==> src/verilog/omc_pkg.sv <==
// Function
// RL1: Three global modes shared by all macrocells
// RL2: Two global bits jointly pick the mode
// RL3: Per-macrocell polarity bit in every mode
// RL4: Per-macrocell bit picks input, output or bidirectional
// RL5: Two global plus sixteen per-macrocell bits
// RL6: Configurer picks registered when any register used
// RL7: Configurer picks complex for term-enabled outputs
// RL8: Configurer picks simple only for plain outputs
// RL9: Registered: pin 1 clock, pin 13 enable
// RL10: Complex: pins 1, 13 use pin 22, 15 feedback
// RL11: Simple: feedback via adjacent pin; center none
// RL12: Complex: each macrocell output-only or bidirectional
// RL13: Complex: six bidirectional at most; outer ones output
// RL14: Complex: seven terms, one drives output enable
// RL15: Complex and simple: pins 1, 13 feed array
// RL16: Simple: dedicated input or always-enabled output
// RL17: Simple: eight terms and programmable polarity
// RL18: Simple: center macrocells never inputs
// RL19: Configurer uses registered for eight bidirectional pins
// RL20: Registered macrocells capture on pin 1 rising edge
package omc_pkg;

    localparam int OMC_NUM_MC = 8;
    localparam int OMC_NUM_PT = 8;
    localparam int OMC_NUM_DED = 12;
    localparam int OMC_ARR_W = OMC_NUM_DED + OMC_NUM_MC;
    localparam int OMC_SYNC_STAGES = 2;

    // Product term that drives the output enable in complex mode
    localparam int OMC_OE_PT = 0;
    // Macrocell index 0 sits on DIP pin 22, index 7 on DIP pin 15
    localparam int OMC_OUTER_LO = 0;
    localparam int OMC_OUTER_HI = 7;
    localparam int OMC_CENTER_LO = 3;
    localparam int OMC_CENTER_HI = 4;

    localparam logic OMC_RST_PIN = 1'h0;
    localparam logic [7:0] OMC_RST_BYTE = 8'h00;
    localparam logic [OMC_ARR_W-1:0] OMC_RST_ARR = 20'h00000;

    typedef enum logic [2:0] {
        OMC_MODE_REG = 3'b001,
        OMC_MODE_CPLX = 3'b010,
        OMC_MODE_SIMP = 3'b100
    } omc_mode_t;

    typedef struct packed {
        logic sync_select_bit;
        logic global_arch_ctrl_bit;
        logic [OMC_NUM_MC-1:0] polarity;
        logic [OMC_NUM_MC-1:0] local_arch_ctrl_bit;
    } omc_cfg_t;

    typedef struct packed {
        logic [OMC_NUM_MC-1:0] pin_o;
        logic [OMC_NUM_MC-1:0] pin_oe;
    } omc_pins_t;

endpackage

==> src/verilog/omc_sync.sv <==
`timescale 1ns/1ps
module omc_sync
    import omc_pkg::*;
#(
    parameter int WIDTH = 1
) (
    input wire logic clk,
    input wire logic srst,
    input wire logic ce,
    input wire logic [WIDTH-1:0] d,
    output logic [WIDTH-1:0] q
);

    logic [WIDTH-1:0] meta;

    // First stage feeds only the second stage
    always_ff @(posedge clk) begin
        if (srst) begin
            meta <= '0;
            q <= '0;
        end else if (ce) begin
            meta <= d;
            q <= meta;
        end
    end

endmodule

==> src/verilog/omc_top.sv <==
`timescale 1ns/1ps
module omc_top
    import omc_pkg::*;
#(
    parameter int NUM_MC = OMC_NUM_MC,
    parameter int NUM_PT = OMC_NUM_PT,
    parameter int NUM_DED = OMC_NUM_DED
) (
    input wire logic CORE_CLK,
    input wire logic SRST,
    input wire logic CE,
    input wire omc_cfg_t CFG,
    input wire logic CLK_PIN,
    input wire logic OE_PIN_N,
    input wire logic [NUM_DED-1:0] DED_PIN,
    input wire logic [NUM_MC-1:0] MC_PIN_I,
    input wire logic [NUM_MC*NUM_PT-1:0] PTERM,
    output omc_pins_t MC_PINS,
    output logic [NUM_DED+NUM_MC-1:0] ARRAY_IN,
    output omc_mode_t MODE,
    output logic CFG_INVALID
);

    localparam int SYNC_W = NUM_DED + NUM_MC + 2;

    logic [SYNC_W-1:0] raw_pins;
    logic [SYNC_W-1:0] sync_pins;
    logic [NUM_DED-1:0] ded_s;
    logic [NUM_MC-1:0] mc_pin_s;
    logic clk_pin_s;
    logic oe_pin_n_s;
    logic clk_pin_d;
    logic clk_rise;
    logic [OMC_SYNC_STAGES-1:0] sync_fill;
    omc_mode_t next_mode;
    logic next_invalid;
    logic [NUM_MC-1:0] q;
    logic [NUM_MC-1:0] next_pin_o;
    logic [NUM_MC-1:0] next_pin_oe;
    logic [NUM_MC-1:0] fb_slot;

    // Every pin arrives from outside the clock domain
    assign raw_pins = {CLK_PIN, OE_PIN_N, DED_PIN, MC_PIN_I};

    omc_sync #(
        .WIDTH(SYNC_W)
    ) u_sync (
        .clk(CORE_CLK),
        .srst(SRST),
        .ce(CE),
        .d(raw_pins),
        .q(sync_pins)
    );

    // Synchroniser lanes, lowest first: macrocell pins, dedicated pins,
    // then pin 13 and pin 1 on top
    assign mc_pin_s = sync_pins[NUM_MC-1:0];
    assign ded_s = sync_pins[NUM_DED+NUM_MC-1:NUM_MC];
    assign oe_pin_n_s = sync_pins[NUM_DED+NUM_MC];
    assign clk_pin_s = sync_pins[NUM_DED+NUM_MC+1];

    // Mode decode from the two global bits; the fourth code is not a
    // mode, so it is flagged and falls back to simple, the safest choice
    always_comb begin
        next_invalid = 1'b0;
        case ({CFG.sync_select_bit, CFG.global_arch_ctrl_bit}) // RL2
            2'b01: next_mode = OMC_MODE_REG; // RL1
            2'b11: next_mode = OMC_MODE_CPLX; // RL1
            2'b10: next_mode = OMC_MODE_SIMP; // RL1
            default: begin
                next_mode = OMC_MODE_SIMP;
                next_invalid = 1'b1;
            end
        endcase
    end

    // Mode follows the global bits one edge later; CE low holds it
    always_ff @(posedge CORE_CLK) begin
        if (SRST) begin
            MODE <= OMC_MODE_SIMP;
            CFG_INVALID <= OMC_RST_PIN;
        end else if (CE) begin
            MODE <= next_mode;
            CFG_INVALID <= next_invalid;
        end
    end

    // Counts edges since reset until the synchroniser holds real pin
    // samples; before that its stages show only reset zeros
    always_ff @(posedge CORE_CLK) begin
        if (SRST) begin
            sync_fill <= '0;
        end else if (CE) begin
            sync_fill <= {sync_fill[OMC_SYNC_STAGES-2:0], 1'b1};
        end
    end

    // Pin 1 is sampled, not used as a clock, so its edges are seen two
    // core cycles late, after both synchroniser stages, and must be slower than half of CORE_CLK.
    // The previous level starts high and waits for real samples, so a
    // pin resting high through reset gives no false rise; the cost is
    // that a rise in the first core cycles after reset is missed.
    always_ff @(posedge CORE_CLK) begin
        if (SRST) begin
            clk_pin_d <= ~OMC_RST_PIN;
        end else if (CE && sync_fill[OMC_SYNC_STAGES-1]) begin
            clk_pin_d <= clk_pin_s;
        end
    end

    // One-cycle pulse on each sampled low-to-high change of pin 1
    assign clk_rise = clk_pin_s & ~clk_pin_d; // RL9

    // One slice per macrocell; slice 0 sits next to pin 1 and slice 7
    // next to pin 13, which is why the outer slots can lend them a path
    genvar i;
    generate
        for (i = 0; i < NUM_MC; i++) begin : g_mc
            logic [NUM_PT-1:0] pt;
            logic sum_all;
            logic sum_logic;
            logic oe_term;
            logic inv;
            logic is_reg;
            logic center;
            logic adj_pin;

            // Term 0 doubles as the enable term in complex mode and for combinational macrocells in registered mode
            assign pt = PTERM[i*NUM_PT +: NUM_PT];
            assign sum_all = |pt;
            assign sum_logic = |(pt & ~(NUM_PT'(1) << OMC_OE_PT)); // RL14
            assign oe_term = pt[OMC_OE_PT]; // RL14
            assign inv = ~CFG.polarity[i]; // RL3
            assign is_reg = ~CFG.local_arch_ctrl_bit[i]; // RL4
            assign center = (i == OMC_CENTER_LO) || (i == OMC_CENTER_HI);

            // Registered macrocells load on each sampled rising edge
            always_ff @(posedge CORE_CLK) begin
                if (SRST) begin
                    q[i] <= OMC_RST_PIN;
                end else if (CE && clk_rise &&
                             MODE == OMC_MODE_REG && is_reg) begin
                    q[i] <= sum_all ^ inv; // RL20
                end
            end

            // Neighbour that lends its pin to this feedback slot
            if (i == OMC_OUTER_LO) begin : g_adj_lo
                assign adj_pin = clk_pin_s; // RL10 RL15
            end else if (i == OMC_OUTER_HI) begin : g_adj_hi
                assign adj_pin = oe_pin_n_s; // RL10 RL15
            end else if (i <= OMC_CENTER_LO) begin : g_adj_up
                assign adj_pin = mc_pin_s[i-1]; // RL11
            end else begin : g_adj_dn
                assign adj_pin = mc_pin_s[i+1]; // RL11
            end

            // Drive, enable and feedback slot for the selected mode
            always_comb begin
                next_pin_o[i] = 1'b0;
                next_pin_oe[i] = 1'b0;
                fb_slot[i] = 1'b0;
                case (MODE)
                    OMC_MODE_REG: begin
                        if (is_reg) begin
                            next_pin_o[i] = q[i];
                            next_pin_oe[i] = ~oe_pin_n_s; // RL9
                            fb_slot[i] = q[i];
                        end else begin
                            next_pin_o[i] = sum_logic ^ inv;
                            next_pin_oe[i] = oe_term;
                            fb_slot[i] = mc_pin_s[i];
                        end
                    end
                    OMC_MODE_CPLX: begin
                        next_pin_o[i] = sum_logic ^ inv; // RL14 RL3
                        next_pin_oe[i] = oe_term; // RL14
                        // Outer slots carry pins 1 and 13 instead
                        if (i == OMC_OUTER_LO || i == OMC_OUTER_HI) begin
                            fb_slot[i] = adj_pin; // RL10 RL13
                        end else if (!is_reg) begin
                            fb_slot[i] = mc_pin_s[i]; // RL12 RL4
                        end
                    end
                    OMC_MODE_SIMP: begin
                        if (!is_reg && !center) begin
                            next_pin_oe[i] = 1'b0; // RL16 RL4
                        end else begin
                            next_pin_o[i] = sum_all ^ inv; // RL17 RL18
                            next_pin_oe[i] = 1'b1; // RL16
                        end
                        // Center slots carry a neighbour, never themselves
                        fb_slot[i] = adj_pin; // RL11
                    end
                    default: begin
                        next_pin_oe[i] = 1'b0;
                    end
                endcase
            end
        end
    endgenerate

    // Registered pin drive costs one cycle but keeps glitches off pins
    always_ff @(posedge CORE_CLK) begin
        if (SRST) begin
            MC_PINS.pin_o <= OMC_RST_BYTE;
            MC_PINS.pin_oe <= OMC_RST_BYTE;
        end else if (CE) begin
            MC_PINS.pin_o <= next_pin_o;
            MC_PINS.pin_oe <= next_pin_oe;
        end
    end

    // Dedicated pins sit above the eight feedback slots
    always_ff @(posedge CORE_CLK) begin
        if (SRST) begin
            ARRAY_IN <= OMC_RST_ARR;
        end else if (CE) begin
            ARRAY_IN <= {ded_s, fb_slot}; // RL5
        end
    end

endmodule

==> config.mk <==
export PLATFORM = sky130hd
export DESIGN_NAME = omc_top
export DESIGN_NICKNAME = d
export VERILOG_FILES = /design/src/verilog/omc_pkg.sv /design/src/verilog/omc_sync.sv /design/src/verilog/omc_top.sv
export SDC_FILE = /design/constraint.sdc
export NUM_CORES = 1
export LEC_CHECK = 0
export ABC_AREA = 1
export BUFFER_PORTS_ARGS = -buffer_cell sky130_fd_sc_hd__buf_2
export CORE_MARGIN = 2
export CORE_UTILIZATION = 23
export CTS_BUF_LIST = sky130_fd_sc_hd__clkbuf_4
export DETAILED_ROUTE_END_ITERATION = 8
export PLACE_DENSITY = 0.52
export SYNTH_ARGS = -nofsm -noshare
export SYNTH_HDL_FRONTEND = slang
export SYNTH_SLANG_ARGS = --single-unit
export TNS_END_PERCENT = 5
==> constraint.sdc <==
create_clock -name CORE_CLK -period 3.61 [get_ports CORE_CLK]
set_input_delay 1.083 -clock CORE_CLK [delete_from_list [all_inputs] [get_ports CORE_CLK]]
set_output_delay 1.083 -clock CORE_CLK [all_outputs]
set_load 0.01 [all_outputs]
==> results of run 1 <==
[layer usage]
metal / vias up / wire length, µm / part of all wire / GRT usage
li1: 2617 / - / - / -
met2: 138 / 6330 / 0.44 / 0.212
met3: 15 / 820 / 0.057 / 0.0373
met5: - / 0 / 0 / 0
met1: 2207 / 7060 / 0.49 / 0.183
met4: 0 / 191 / 0.013 / 0.0330
[metrics by stage]
step	std cells	total power, mW	worst slack (ns)
2_1_floorplan	745	1.35	1.66
3_3_place_gp	1135	1.51	1.20
3_5_place_dp	1135	1.51	1.20
4_1_cts	1151	2.20	1.42
5_1_grt	1151	2.30	1.36
6_report	1151	2.17	1.47
[synthesized netlist by cell type (all sizes together)]
| cell type | n |
|---|---|
| nor2 | 201 |
| nand2 | 142 |
| o21ai | 99 |
| dfxtp | 95 |
| inv | 77 |
| nand3 | 48 |
| a21oi | 36 |
| clkbuf | 20 |
| buf | 11 |
| o211ai | 8 |
| a211oi | 2 |
| and2 | 2 |
| or2 | 2 |
| nor3 | 1 |
| o221ai | 1 |
[cell families (layout without fill, tap and decap cells)]
family	after synthesis	after routing	synth area share
and+or+nand+nor	396	396	0.341
DFF	95	95	0.405
buffers and inverters	108	244	0.0920
AOI/OAI and AO/OA	146	146	0.162
[registers in the layout, indices dropped and copies added, names as in the netlist]
signal and cells:
MODE 3, u_sync.q 22, ARRAY_IN 20, MC_PINS 16
q 8, sync_fill 2, CFG_INVALID 1, clk_pin_d 1
u_sync.meta 22
[report_power, final]
part | switching, mW | internal, mW | total [mW]
clock | 0.394 | 0.291 | 0.685
sequential | 0.0311 | 1.11 | 1.14
combinational | 0.212 | 0.130 | 0.342
[layout make-up]
cell class	count	share of cell area
multi-input cells	542	0.405
flip-flops and latches	95	0.326
repair buffers	151	0.132
well taps	270	0.0580
inverters	77	0.0500
clock inverters	7	0.0178
clock buffers	9	0.0116
[worst max path at each step]
stage | start | end | slack (ns) | cells after the start
finish | MODE[1] | MODE[1] | 1.47 | 1
global route | MODE[1] | MODE[1] | 1.36 | 1
CTS | MODE[1] | MODE[1] | 1.42 | 1
detailed placement | CE | u_sync.q[20] | 1.20 | 5
global placement | CE | u_sync.q[20] | 1.20 | 5
floorplan | CE | q[1] | 1.66 | 8
==> flow_summary.ini, run 1 <==
[grt]
grt_max_degree = 86
gr-usage-all-layers = 0.135
overflow = 0
antenna_found_initial = 0
first_global_vias = 4768
grt_pass1_wl_um = 23500

[timing]
fin_skew_ns = 0.0217
finalMaxSlewViolations = 0
setup_viol = 0
slew_headroom = 0.450
rsz0062_at_grt = no
finalHoldViolations = 0
period_share = 0.593
tightest_slew_ns = 0.825
post-route-min-period_ns = 2.14
fin_tns_setup_ns = 0
hold_ws_ns = 0.468
clock.fmax_ghz = 0.467

[finish]
finish.utilization = 0.290
num_antenna_cells = 0
multiInputGateArea_um2 = 2360
fin_nets = 983
final_cell_mix = 199 x nor2_1, 146 x buf_2, 140 x nand2_1
fill_cells = 2283
layout_commonest_cell = nor2_1
regArea_um2 = 1900
drive_gt1_frac = 0.203
final_cell_area_um2 = 5830
area_delta_synth_final_pct = 24.2

[logic_synthesis]
synth_area_leaders = dfxtp_1 41%, nor2_1 16%, nand2_1 11%
seq_area_frac_synth = 0.405
yosys.area.top_type_share = 0.405
yosys.area.top_type = dfxtp_1
ys_types = 24
ys_seq_elements = 95
netlist_area_um2 = 4690
syn-instance-count = 745
synth_fp_nets = 852
avgSynthCellArea_um2 = 6.30
yosysWarnings = 0

[worst_setup_path]
cp-start-kind = flop
timing.rr.end = MC_PINS[3]
cp-end-kind = output pin
cp_max_fo = 4
rr_startpoint = MODE[1]
critPathSlowestCell = dfxtp_1
path_buf_inv = 1
reg2reg_depth = 7
cp_top_family = flip-flops
crit_required_ns = 2.53
crit_type = reg2out
worstPathCellList = buf_2
cp_slowest_stage_delay_ns = 0.43
critPathArrivalTime_ns = 1.06
reg2reg_slack_ns = 1.57

[clock_tree]
clock_sinks = 95
numCtsBuffers = 9
clkLatencyLatePin_ns = 0.47
post_cts_resized = 0
cts-root-buf = clkbuf_4
cts_max_level = 3
clk_pin_slew_worst_paths_ns = 0.15
cts_tree = yes
cts_hold_buf = 0
clk_path_buf_depth = 2
post_cts_buffers = 0

[detailed_routing]
vias_per_cell = 4.32
drtPass1Iterations = 4
wl_per_cell_um = 12.5
dr.first_iter.drc_count = 308
vias = 4977
finalWirelength_um = 14400
drc = 0
antenna_left = 0

[floorplanning]
fp.dieH_um = 147
initial_core_util = 0.233
design.portCount = 147
coreArea_um2 = 20100
rows = 52
die-area_um2 = 21600
die_x_um = 147

[job]
maxCapViolations = 0

[worst_hold_path]
hold_path_class = reg2reg
min_to = sync_fill[1]
hp-start = sync_fill[0]
hold_depth = 2

[placement]
hpwl_um = 10400
portBuffers = 146
gp_congestion = 0.770
placed_area_um2 = 5660

[pwr]
leakage_nw = 2.87
ir_drop_v = 0.000157
power.density_nw_per_um2 = 372

[status]
outcome = finished clean
No activity file was read; power rests on OpenSTA's default activity.
==> run 2: changes to the inputs <==
--- a/config.mk
+++ b/config.mk
@@ -5,13 +5,13 @@
 export SDC_FILE = /design/constraint.sdc
 export NUM_CORES = 1
 export LEC_CHECK = 0
-export ABC_AREA = 1
+export ABC_AREA = 0
 export BUFFER_PORTS_ARGS = -buffer_cell sky130_fd_sc_hd__buf_2
 export CORE_MARGIN = 2
 export CORE_UTILIZATION = 23
 export CTS_BUF_LIST = sky130_fd_sc_hd__clkbuf_4
 export DETAILED_ROUTE_END_ITERATION = 8
-export PLACE_DENSITY = 0.52
+export PLACE_DENSITY = 0.54
 export SYNTH_ARGS = -nofsm -noshare
 export SYNTH_HDL_FRONTEND = slang
 export SYNTH_SLANG_ARGS = --single-unit
==> constraint.sdc (replaced) <==
create_clock -name CORE_CLK -period 1.76 [get_ports CORE_CLK]
set_input_delay 0.528 -clock CORE_CLK [delete_from_list [all_inputs] [get_ports CORE_CLK]]
set_output_delay 0.528 -clock CORE_CLK [all_outputs]
set_load 0.01 [all_outputs]
==> run 2 against run 1 <==
Effect of this change: sequential cell count stayed put; combinational power is 110% higher; sequential share of layout area is 1.9 points lower; largest power group unchanged; highest routed layer is now met5.
==> flow_summary.ini, run 2 <==
[status]
outcome = finished clean

[finish]
drive_gt1_frac = 0.327
area_delta_synth_final_pct = 32.9
fin_nets = 803
fill_cells = 2193
reg.largest.list = u_sync.meta: 22 flops, u_sync.q: 22 flops, ARRAY_IN: 20 flops
final_cell_mix = 143 x buf_2, 92 x dfxtp_1, 78 x nor2_1
layout_commonest_cell = buf_2
final_cell_area_um2 = 6190
finish.utilization = 0.309
final_cells = 971
num_antenna_cells = 0

[floorplanning]
rows = 52
fp.dieH_um = 146
initial_core_util = 0.232
coreArea_um2 = 20000
design.portCount = 147
die-area_um2 = 21400
die_x_um = 146

[placement]
portBuffers = 146
hpwl_um = 10700
placed_area_um2 = 5940
dpl.cell_count = 951
pre_cts_ws_ns = 0.00931
gp_congestion = 0.797

[detailed_routing]
wl_per_cell_um = 14.7
drtPass1Iterations = 4
vias_per_cell = 4.65
vias = 4519
drc = 0
dr.first_iter.drc_count = 283
finalWirelength_um = 14300
antenna_left = 0

[clock_tree]
cts_max_level = 3
clkLatencyLatePin_ns = 0.48
clk_path_buf_depth = 2
cts_hold_buf = 0
cts_tree = yes
clock_sinks = 95
numCtsBuffers = 9
clk_pin_slew_worst_paths_ns = 0.17
cts-root-buf = clkbuf_4

[timing]
finalMaxSlewViolations = 0
period_share = 0.980
rsz0062_at_grt = yes
setup_viol = 0
post-route-min-period_ns = 1.72
fin_tns_setup_ns = 0
tightest_slew_ns = 0.548
clock.fmax_ghz = 0.580
finalHoldViolations = 0
setup_ws_ns = 0.0360
slew_headroom = 0.630
fin_skew_ns = 0.0171

[worst_setup_path]
path_buf_inv = 3
cp_slowest_stage_delay_ns = 0.36
timing.rr.end = MC_PINS[5]
crit_required_ns = 1.23
cp-end-kind = output pin
crit_path_start = MODE[1]
worstPathCellList = buf_6 > buf_6 > buf_6
cp_num_cells = 3
rr_startpoint = MODE[0]
critPathArrivalTime_ns = 1.20
crit_type = reg2out
critPathSlowestCell = dfxtp_2
reg2reg_depth = 6
cp_top_family = flip-flops
cpMostUsedCell = buf_6
cp_max_fo = 7
cp-start-kind = flop
crit_path_end = MODE[1]
reg2reg_slack_ns = 0.10

[logic_synthesis]
avgSynthCellArea_um2 = 8.77
post-synth-top-count-cell = dfxtp_1
seq_area_frac_synth = 0.408
async_flop_share = 0
netlist_area_um2 = 4660
yosys-top-cells-count = 95 x dfxtp_1, 79 x nor2_1, 67 x mux2i_1
ys_types = 46
ys_seq_elements = 95
yosys.area.top_type = dfxtp_1
yosysWarnings = 0
synth_fp_nets = 638
yosys.area.top_type_share = 0.408
synth_edf_count = 0
synth_area_leaders = dfxtp_1 41%, mux2i_1 14%, nor2_1 6.4%
synthFlopType = dfxtp_1
syn-instance-count = 531

[job]
maxCapViolations = 0

[grt]
gr-usage-all-layers = 0.132
gr-usage-met2 = 0.209
grtUsageMet3 = 0.0488
grt_busiest_layer = met2
first_global_vias = 4365
grtUsageMet1 = 0.174
grt_pass1_wl_um = 22700
antenna_found_initial = 2
grt_max_degree = 45
overflow = 0

[pwr]
ir_drop_v = 0.000360
leakage_nw = 2.72
power.density_nw_per_um2 = 680

[worst_hold_path]
hold_path_class = in2reg
[run 2: changes by cell type after synthesis, sizes merged, moves of 19 or more]
| cell | change |
|---|---|
| o21ai | -86 |
| inv | -65 |
| nor4 | +20 |
| nor2 | -122 |
| nand3 | -37 |
| nor3 | +19 |
| mux2i | +67 |
| nand2 | -114 |
[run 2: metal layers]
layer | part of all wire | wire [µm] | up-vias
li1 | - | - | 2274
met1 | 0.47 | 6780 | 2089
met2 | 0.43 | 6160 | 134
met3 | 0.080 | 1140 | 18
met4 | 0.013 | 191 | 4
met5 | 0.0016 | 23 | -
[run 2: cell type report]
type	instances	area [µm²]	share of cell area
repair buffers	194	1200	0.194
inverters	12	45.0	0.00727
flip-flops and latches	95	1910	0.308
well taps	270	338	0.0546
clock inverters	7	73.8	0.0119
multi-input cells	384	2560	0.413
clock buffers	9	67.6	0.0109
[run 2: report_power, final]
part	total (mW)	internal (mW)	switching (mW)
logic	0.714	0.335	0.379
clock network	1.21	0.341	0.868
registers	2.29	2.23	0.0540
[run 2: logic make-up after synthesis]
logic type / after synthesis / synth area share
compound gates: 106 / 0.158
buf+inv: 52 / 0.0478
simple gates: 205 / 0.229
flops: 95 / 0.408
xor+xnor: 4 / 0.00752
mux: 69 / 0.149
[run 2: how the worst min path moves through the flow]
stage          depth (start not counted)    startpoint  slack (ns)               to
2_1_floorplan                          2  sync_fill[0]        0.43     sync_fill[0]
3_3_place_gp                           2    MC_PINS[5]        0.45       MC_PINS[5]
3_5_place_dp                           2    MC_PINS[5]        0.45       MC_PINS[5]
4_1_cts                                3    DED_PIN[6]        0.22  u_sync.meta[14]
5_1_grt                                3    DED_PIN[5]        0.22  u_sync.meta[13]
6_report                               3    DED_PIN[5]        0.27  u_sync.meta[13]
[run 2: worst register-to-register path, cell delays in order (launching register included)]
cell and delay, ns:
dfxtp_2 0.36, buf_4 0.15, or3b_4 0.42, o21ai_4 0.14, buf_6 0.19, o311ai_0 0.16, a21oi_1 0.18
[run 2: repair_timing]
action | CTS | global route
pin swaps | 0 | 4
buffers inserted | 0 | 4
resized for setup | 7 | 13
hold endpoints to repair | 0 | 0
endpoints found under the setup margin | 5 | 27
[run 2: metrics by stage]
step / hold WS, ns / total power, mW
after CTS: 0.219 / 4.27
after detailed placement: 0.447 / 3.03
after global routing: 0.217 / 4.45
after global placement: 0.446 / 3.02
final: 0.268 / 4.21
after floorplan: 0.434 / 2.69
==> run 3: changes to the inputs <==
--- a/config.mk
+++ b/config.mk
@@ -12,6 +12,7 @@
 export CTS_BUF_LIST = sky130_fd_sc_hd__clkbuf_4
 export DETAILED_ROUTE_END_ITERATION = 8
 export PLACE_DENSITY = 0.54
+export SETUP_SLACK_MARGIN = 0.4
 export SYNTH_ARGS = -nofsm -noshare
 export SYNTH_HDL_FRONTEND = slang
 export SYNTH_SLANG_ARGS = --single-unit
==> run 3 against run 2 <==
Effect of this change: setup slack worse by 0.025 ns; sequential cell count unchanged; die area stayed put; first-iteration DRC count decreased by 40%; clock power is essentially flat; wire length grew 4.0%; utilization rose by 2.2 points; largest cell class unchanged.
==> flow_summary.ini, run 3 (same netlist as run 2, synthesis figures left out) <==
[finish]
fin_nets = 805
reg.largest.list = u_sync.meta: 22 flops, u_sync.q: 22 flops, ARRAY_IN: 20 flops
layout_commonest_cell = buf_2
drive_gt1_frac = 0.390
finish.utilization = 0.331
final_cell_mix = 113 x buf_2, 77 x nor2_1, 67 x mux2i_1
fill_cells = 2150
num_antenna_cells = 0
final_cell_area_um2 = 6640
area_delta_synth_final_pct = 42.6

[detailed_routing]
drtPass1Iterations = 4
drc = 0
antenna_left = 0
wl_per_cell_um = 15.3
dr.first_iter.drc_count = 170
finalWirelength_um = 14900
vias = 4575
vias_per_cell = 4.70

[timing]
finalMaxSlewViolations = 0
post-route-min-period_ns = 1.75
fin_tns_setup_ns = 0
setup_viol = 0
period_share = 0.994
tightest_slew_ns = 0.519
clock.fmax_ghz = 0.572
hold_ws_ns = 0.268
slew_headroom = 0.651
finalHoldViolations = 0
rsz0062_at_grt = yes
fin_skew_ns = 0.0260
setup_ws_ns = 0.0111

[clock_tree]
clkLatencyLatePin_ns = 0.48
clk_pin_slew_worst_paths_ns = 0.18
clock_sinks = 95
cts_tree = yes
numCtsBuffers = 9
clk_path_buf_depth = 2
cts-root-buf = clkbuf_4
cts_max_level = 3
cts_hold_buf = 0

[worst_setup_path]
crit_required_ns = 2.18
crit_path_start = MODE[0]
rr_startpoint = MODE[0]
worstPathCellList = buf_6 > buf_6 > buf_6 > xnor2_4 > o21ai_4 > clkbuf_16 > o311ai_1 > a21oi_1
reg2reg_slack_ns = 0.01
crit_path_end = MC_PINS[6]
cp_slowest_stage_delay_ns = 0.36
cp-end-kind = flop
cp-start-kind = flop
crit_type = reg2reg
timing.rr.end = MC_PINS[6]
cpMostUsedCell = buf_6
critPathSlowestCell = dfxtp_2
cp_max_fo = 5
reg2reg_depth = 8
critPathArrivalTime_ns = 2.16

[placement]
placed_area_um2 = 6000
gp_congestion = 0.774
portBuffers = 146
hpwl_um = 10800
pre_cts_ws_ns = -0.0657

[floorplanning]
rows = 52
die-area_um2 = 21400
design.portCount = 147
die_x_um = 146
fp.dieH_um = 146
coreArea_um2 = 20000
initial_core_util = 0.232

[pwr]
clockPowerShare = 0.281
seqPwrFrac = 0.529
power.density_nw_per_um2 = 653
power.internal_mw = 2.98
power_frac_comb = 0.190
p_sw_mw = 1.35
swShare = 0.312
leakage_nw = 2.80
ir_drop_v = 0.000559

[grt]
first_global_vias = 4423
gr-usage-all-layers = 0.134
grt_max_degree = 37
overflow = 0
antenna_found_initial = 3
grt_pass1_wl_um = 23000

[job]
maxCapViolations = 0

[status]
outcome = finished clean

[worst_hold_path]
hold_path_class = in2reg
## run 3: worst min-delay path by stage
stage,from,to,slack [ns],depth (start not counted)
after CTS,DED_PIN[10],u_sync.meta[18],0.21,3
after floorplan,sync_fill[0],sync_fill[0],0.43,2
after detailed placement,MC_PINS[5],MC_PINS[5],0.45,2
after global placement,MC_PINS[5],MC_PINS[5],0.44,2
after global routing,DED_PIN[7],u_sync.meta[15],0.23,3
final,DED_PIN[2],u_sync.meta[10],0.27,3
## run 3: area by class of cell
class                   instances  area (µm²)  area share
clock buffers                   9        67.6      0.0102
clock inverters                 7        70.1      0.0105
inverters                      12        45.0     0.00678
multi-input cells             384        2700       0.407
flip-flops and latches         95        1940       0.293
well taps                     270         338      0.0509
repair buffers                196        1480       0.222
## run 3: power by group through the flow
stage / Sequential (mW) / Combinational, mW / Clock (mW)
6_report: 2.29 / 0.824 / 1.22
5_1_grt: 2.31 / 0.892 / 1.37
4_1_cts: 2.29 / 0.728 / 1.29
3_5_place_dp: 2.33 / 0.719 / 0
3_3_place_gp: 2.33 / 0.712 / 0
2_1_floorplan: 2.33 / 0.361 / 0
## run 3: worst max-delay path: cells and delay by family (launching register included)
family | cells | cell delay [ns]
DFF | 1 | 0.36
xor gates and xnor gates | 1 | 0.13
buffers and inverters | 4 | 0.57
AOI/OAI and AO/OA | 3 | 0.61
## run 3: per-layer routing
metal / track usage / routed length (µm) / part of all wire / vias up
met5: 0 / 13 / 0.00087 / -
met4: 0.0335 / 232 / 0.016 / 2
met3: 0.0484 / 1080 / 0.073 / 17
met2: 0.219 / 6740 / 0.45 / 138
met1: 0.170 / 6810 / 0.46 / 2137
li1: - / - / - / 2281
## run 3: repair_timing
item                       CTS  global route
pin swaps                    3            31
setup endpoints to repair   72            72
buffers inserted             3             0
resized for setup            6           103
cloned                       0             3
## run 3: metrics by stage
step	power, mW	instances
6_report	4.34	973
5_1_grt	4.57	973
4_1_cts	4.31	970
3_5_place_dp	3.05	951
3_3_place_gp	3.04	951
2_1_floorplan	2.69	531
